## src/pkg/mtrc_consts.vh

```
`ifndef MTRC_CONSTS_VH
`define MTRC_CONSTS_VH
// model-specific register address of the range control register
`define MTRC_MSR_ADDR 32'hC0000085
// reset value of the control register
`define MTRC_RESET_VAL 64'h0000000000000000
// field positions inside one 32-bit range half
`define MTRC_UC_BIT 0
`define MTRC_WC_BIT 1
`define MTRC_BASE_LSB 17
`define MTRC_BASE_MSB 31
`define MTRC_MASK_LSB 2
`define MTRC_MASK_MSB 16
// half offsets inside the 64-bit register
`define MTRC_HALF0_LSB 0
`define MTRC_HALF1_LSB 32
// memory type codes
`define MTRC_TYPE_NONE 2'h0
`define MTRC_TYPE_WC 2'h1
`define MTRC_TYPE_UC 2'h2
// merge buffer width in bytes
`define MTRC_MERGE_BYTES 8
`endif

```

## src/core/mtrc_range_match.v

```verilog
`timescale 1ns/10ps
`include "mtrc_consts.vh"
// one range: match and type decode, purely combinational
module mtrc_range_match #(
  parameter FIELD_W = 15
) (
  // range descriptor half
  input wire [31:0] desc_in,
  // physical address upper bits
  input wire [FIELD_W-1:0] addr_hi_in,
  // result
  output wire hit_out,
  output wire [1:0] type_out
);
  wire [FIELD_W-1:0] mask_w; // size mask field
  wire [FIELD_W-1:0] base_w; // base field, low 17 address bits implied zero
  wire uc_w; // range uncached flag
  wire wc_w; // range combine flag

  assign mask_w = desc_in[`MTRC_MASK_MSB:`MTRC_MASK_LSB];
  assign base_w = desc_in[`MTRC_BASE_MSB:`MTRC_BASE_LSB]; // [RL7]
  assign uc_w = desc_in[`MTRC_UC_BIT];
  assign wc_w = desc_in[`MTRC_WC_BIT];
  // masked compare; all-zero mask covers the whole space [RL8] [RL15]
  assign hit_out = ((mask_w & base_w) == (mask_w & addr_hi_in));
  // uncached wins over combine, both clear means no effect [RL9]
  assign type_out = uc_w ? `MTRC_TYPE_UC : (wc_w ? `MTRC_TYPE_WC : `MTRC_TYPE_NONE);
endmodule

```

## config.mk

```make
export PLATFORM = sky130hd
export DESIGN_NAME = mtrc_range_match
export DESIGN_NICKNAME = d
export VERILOG_FILES = /design/src/core/mtrc_range_match.v
export VERILOG_INCLUDE_DIRS = /design/src /design/src/pkg
export SDC_FILE = /design/constraint.sdc
export NUM_CORES = 1
export LEC_CHECK = 0
export BUFFER_PORTS_ARGS = -buffer_cell sky130_fd_sc_hd__buf_2
export CORE_AREA = 2 2 39 41
export DETAILED_ROUTE_END_ITERATION = 10
export DIE_AREA = 0 0 41 43
export GPL_TIMING_DRIVEN = 0
export PLACE_DENSITY = 0.57
export SETUP_SLACK_MARGIN = 0.4
export SYNTH_ARGS = -nofsm -noshare
export SYNTH_HDL_FRONTEND = slang
export SYNTH_SLANG_ARGS = --single-unit
export TNS_END_PERCENT = 30
```

## constraint.sdc

```tcl
create_clock -name vclk -period 1.27
set_clock_uncertainty 0.05 [all_clocks]
set_input_delay 0.1905 -clock vclk [all_inputs]
set_output_delay 0.1905 -clock vclk [all_outputs]
set_load 0.03 [all_outputs]
```

==> results.cfg, run 1 <==
[place]
place_ws_ps = -197
dpl.cell_count = 93
place.gp.congestion = 0.616
port_buffers = 50

[min_path]
hp-class = in -> out
hold_depth = 3
min_to = type_out[0]
worst_hold_startpoint = desc_in[0]

[power]
p_sw_uw = 61.2
comb_power_share = 1.000
p_leak_uw = 0.000294
p_clk_frac = 0
power_frac_seq = 0
internal_power_uw = 92.7
power_density_mw_per_mm2 = 304
p_sw_frac = 0.398
vdd_drop_max_mv = 0.0797

[global_route]
grt_remaining_overflow = 0
grt_max_degree = 3
grtUsageTotal = 0.0749
grt_pass1_wl_microns = 1000
antenna_found_initial = 0
grt_pass1_vias = 315

[floorplan]
core_sq_mm = 0.00138
die_y_microns = 43
die_w_microns = 41
die_area_sq_mm = 0.00176
start_util = 0.156
core.rowCount = 14
io_pins = 50

[timing]
fin_crit_sh = 1.09
worst_pin_slew_ps = 265
relSlewSlack = 0.823
hold_violations = 0
max_freq_ghz = 0.722
finalSetupViolCount = 1
fin_hold_ws_ps = 613
post-route-min-period_ps = 1380
slew_viol_final = 0
setup_slack_ps = -114
rsz0062_at_grt = yes

[routing]
viasPerCell = 4.13
drtPass1Iterations = 4
vias = 384
routedWlPerCell_microns = 7.81
drc = 0
final_antenna_net_count = 0
drt_iter0_drc = 5
wl_microns = 726

[yosys]
synth.distinct_cells = 8
yosysSeqAreaShare = 0
syn-mean-instance-area_sq_um = 7.97
synth_largest_area_cell = xor2_1
netlist_top_cells_area = xor2_1 (61%), a22oi_1 (21%), a222oi_1 (4.7%)
synth-warning-count = 0
synth_fp_nets = 74
syn_inst = 27
syn_area_sq_um = 215
synth.top_cell.area_share = 0.610

[status]
status = finished with violations
violations = setup timing

[setup_path]
cp_max_fo = 1
arrival_ps = 1140
crit_path_start_kind = input port
required_ps = 1030
crit_type = in -> out
crit_path_end_kind = primary output

[cells_and_area]
sequential_cell_total = 0
antenna_cells = 0
instances_no_fill = 93
drive_gt1_frac = 0.675
regArea_sq_um = 0
layout_commonest_cell = buf_2
num-clock-buffers = 0
mostFrequentLayoutCells = buf_2 (48), xor2_1 (15), a22oi_1 (6), buf_6 (2)
area_growth_pct = 135
layout.nets = 126

[cts]
cts_setup_buffers = 0
hold_buffers = 0

[flow_run]
maxCapViolations = 0
-- critical path, cell delays in order --
cell and delay, ps:
buf_6 90, xor2_1 150, a222oi_1 300, nand3_1 170
nor2_4 110, buf_6 130
-- power groups by stage --
stage | clock (uW) | combinational, uW | sequential [uW]
5_1_grt | 0 | 172 | 0
3_5_place_dp | 0 | 154 | 0
3_3_place_gp | 0 | 150 | 0
4_1_cts | 0 | 157 | 0
2_1_floorplan | 0 | 66.1 | 0
6_report | 0 | 154 | 0
-- cell families after synthesis --
logic type	share of synthesized area
AND/OR/NAND/NOR	0.0988
AO/OA/AOI/OAI	0.256
XOR/XNOR	0.610
buffers and inverters	0.0349
-- layout make-up --
| type | count | area [sq um] |
|---|---|---|
| fillers | 152 | 878 |
| repair buffers | 50 | 263 |
| multi-input cells | 26 | 215 |
| well taps | 16 | 20.0 |
| plain buffers | 1 | 7.51 |
-- how the worst max path moves through the flow --
stage / slack, ps / endpoint / from / cells after the start
4_1_cts: -140 / hit_out / desc_in[22] / 6
3_5_place_dp: -200 / hit_out / desc_in[22] / 6
2_1_floorplan: 60 / hit_out / desc_in[22] / 4
3_3_place_gp: -200 / hit_out / desc_in[22] / 6
5_1_grt: -220 / hit_out / desc_in[22] / 6
6_report: -110 / hit_out / desc_in[22] / 6
-- synthesized netlist by cell type --
library cell	instances
nand4_1	1
xor2_1	15
a222oi_1	1
a22oi_1	6
nor2_1	1
buf_4	1
nand3_1	1
nor2b_1	1
-- metal layers --
metal | wire length (microns) | global-route usage
met5 | 0 | 0
met4 | 0 | 0
met3 | 133 | 0
met2 | 362 | 0.166
met1 | 230 | 0.0696
-- stage by stage --
step | power, uW | area, sq um | TNS [ps] | util
2_1_floorplan | 66.1 | 223 | 0 | -
3_3_place_gp | 150 | 493 | -203 | 0.356
3_5_place_dp | 154 | 493 | -197 | 0.356
4_1_cts | 157 | 505 | -135 | 0.365
5_1_grt | 172 | 505 | -218 | 0.365
6_report | 154 | 505 | -114 | 0.365
-- timing repair --
item,CTS,global route
setup endpoints to repair,1,1
gates cloned,0,0
pin swaps,1,1
resized for setup,3,0
No activity file was read; power rests on OpenSTA's default activity.
==> inputs of run 2 (changes only) <==
REMOVE_ABC_BUFFERS = 1   (was default)
==> run 2 against run 1 <==
- the flow still finishes with violations (setup timing)
- fmax fell by 0.13%
- sequential cell count did not move
- sequential share of layout area unchanged
- global-route usage is 1.2 points higher
- cell count fell by 1.1%
- first-iteration DRC count down 20%
- via count decreased by 1.0%
- die area unchanged
- combinational power fell by 3%
- non-clock buffer count is 1 lower
- highest routed layer unchanged
- count of clock-buffer cells in the layout stayed put
- wire length fell by 4.5%
- largest cell class unchanged
==> results.cfg, run 2 (synthesized netlist as in run 1, its figures left out) <==
[status]
status = finished with violations
violations = setup timing

[routing]
routedWlPerCell_microns = 7.53
vias = 380
wl_microns = 693
viasPerCell = 4.13
drt_iter0_drc = 4
final_antenna_net_count = 0
drc = 0
drtPass1Iterations = 4

[global_route]
grtUsageTotal = 0.0869
grt_remaining_overflow = 0
met1_usage = 0.0791
grt_max_degree = 3
gr-usage-met3 = 0
grt_pass1_wl_microns = 1190
antenna_found_initial = 0
busiest_layer = met2
grt_pass1_vias = 363
met2_usage = 0.194

[power]
power_frac_seq = 0
internal_power_uw = 92.7
p_leak_uw = 0.000291
power.total_uw = 150
p_sw_frac = 0.381
comb_power_share = 1.000
vdd_drop_max_mv = 0.0918
power_density_mw_per_mm2 = 302
p_clk_frac = 0
p_sw_uw = 56.9

[floorplan]
start_util = 0.156
core_sq_mm = 0.00138
io_pins = 50
die_w_microns = 41
die_area_sq_mm = 0.00176
core.rowCount = 14
die_y_microns = 43

[cells_and_area]
final_area_sq_um = 495
fillers = 145
drive_gt1_frac = 0.658
antenna_cells = 0
layout.nets = 125
mostFrequentLayoutCells = buf_2 (46), xor2_1 (15), a22oi_1 (6), buf_6 (2), buf_4 (2)
area_growth_pct = 130
regArea_sq_um = 0
multi_input_area_sq_um = 208
num-clock-buffers = 0
sequential_cell_total = 0
layout_commonest_cell = buf_2

[setup_path]
crit_type = in -> out
crit_path_start_kind = input port
arrival_ps = 1150
crit_path_end_kind = primary output
cp_max_fo = 1
required_ps = 1030

[timing]
hold_violations = 0
max_freq_ghz = 0.721
worst_pin_slew_ps = 293
setup_tns_ps = -116
relSlewSlack = 0.805
fin_crit_sh = 1.09
slew_viol_final = 0
finalSetupViolCount = 1
rsz0062_at_grt = yes
post-route-min-period_ps = 1390
setup_slack_ps = -116

[cts]
hold_buffers = 0
cts_setup_buffers = 0

[flow_run]
maxCapViolations = 0

[place]
place_ws_ps = -217
port_buffers = 50
dpl_cell_area_sq_um = 478
hpwl_microns = 678
place.gp.congestion = 0.602

[min_path]
hp-class = in -> out
==> run 2: changes by cell type in the layout (fill, tap and decap cells not counted), sizes merged <==
cell / delta
buf: -1
==> run 2: worst max-delay path, cell delays in order <==
cell and delay, ps:
buf_6 90, xor2_1 140, a222oi_1 340, nand3_1 120, nor2_1 90, buf_4 160
==> run 2: power groups by stage <==
stage	clock, uW	sequential (uW)	combinational (uW)
after floorplan	0	0	56.7
after global placement	0	0	145
after detailed placement	0	0	147
after CTS	0	0	150
after global routing	0	0	171
final	0	0	150
==> run 2: layer usage <==
metal	wire length, microns	up-vias
met3	102	0
met4	0	0
li1	-	197
met2	381	24
met5	0	-
met1	209	159
==> run 2: path summary, 6_finish.rpt <==
kind / startpoint / end / slack, ps / depth (start not counted)
hold / removal: desc_in[0] / type_out[1] / 600 / 2
setup / recovery: addr_hi_in[5] / hit_out / -120 / 6
==> run 2: per-stage QoR <==
stage / hold slack, ps / util / std cells
6_report: 598 / 0.358 / 92
5_1_grt: 612 / 0.358 / 92
4_1_cts: 600 / 0.352 / 92
3_5_place_dp: 600 / 0.345 / 92
3_3_place_gp: 596 / 0.345 / 92
2_1_floorplan: 331 / - / 26
==> run 2: final cells by class <==
type,count,share of cell area
tap,16,0.0404
multi-input combinational,26,0.419
timing repair buffer,50,0.540
==> run 2: repair_timing <==
item                                    4_1_cts  5_1_grt
endpoints found under the setup margin        1        2
resized for setup                             2        3
pin swaps                                     4        2
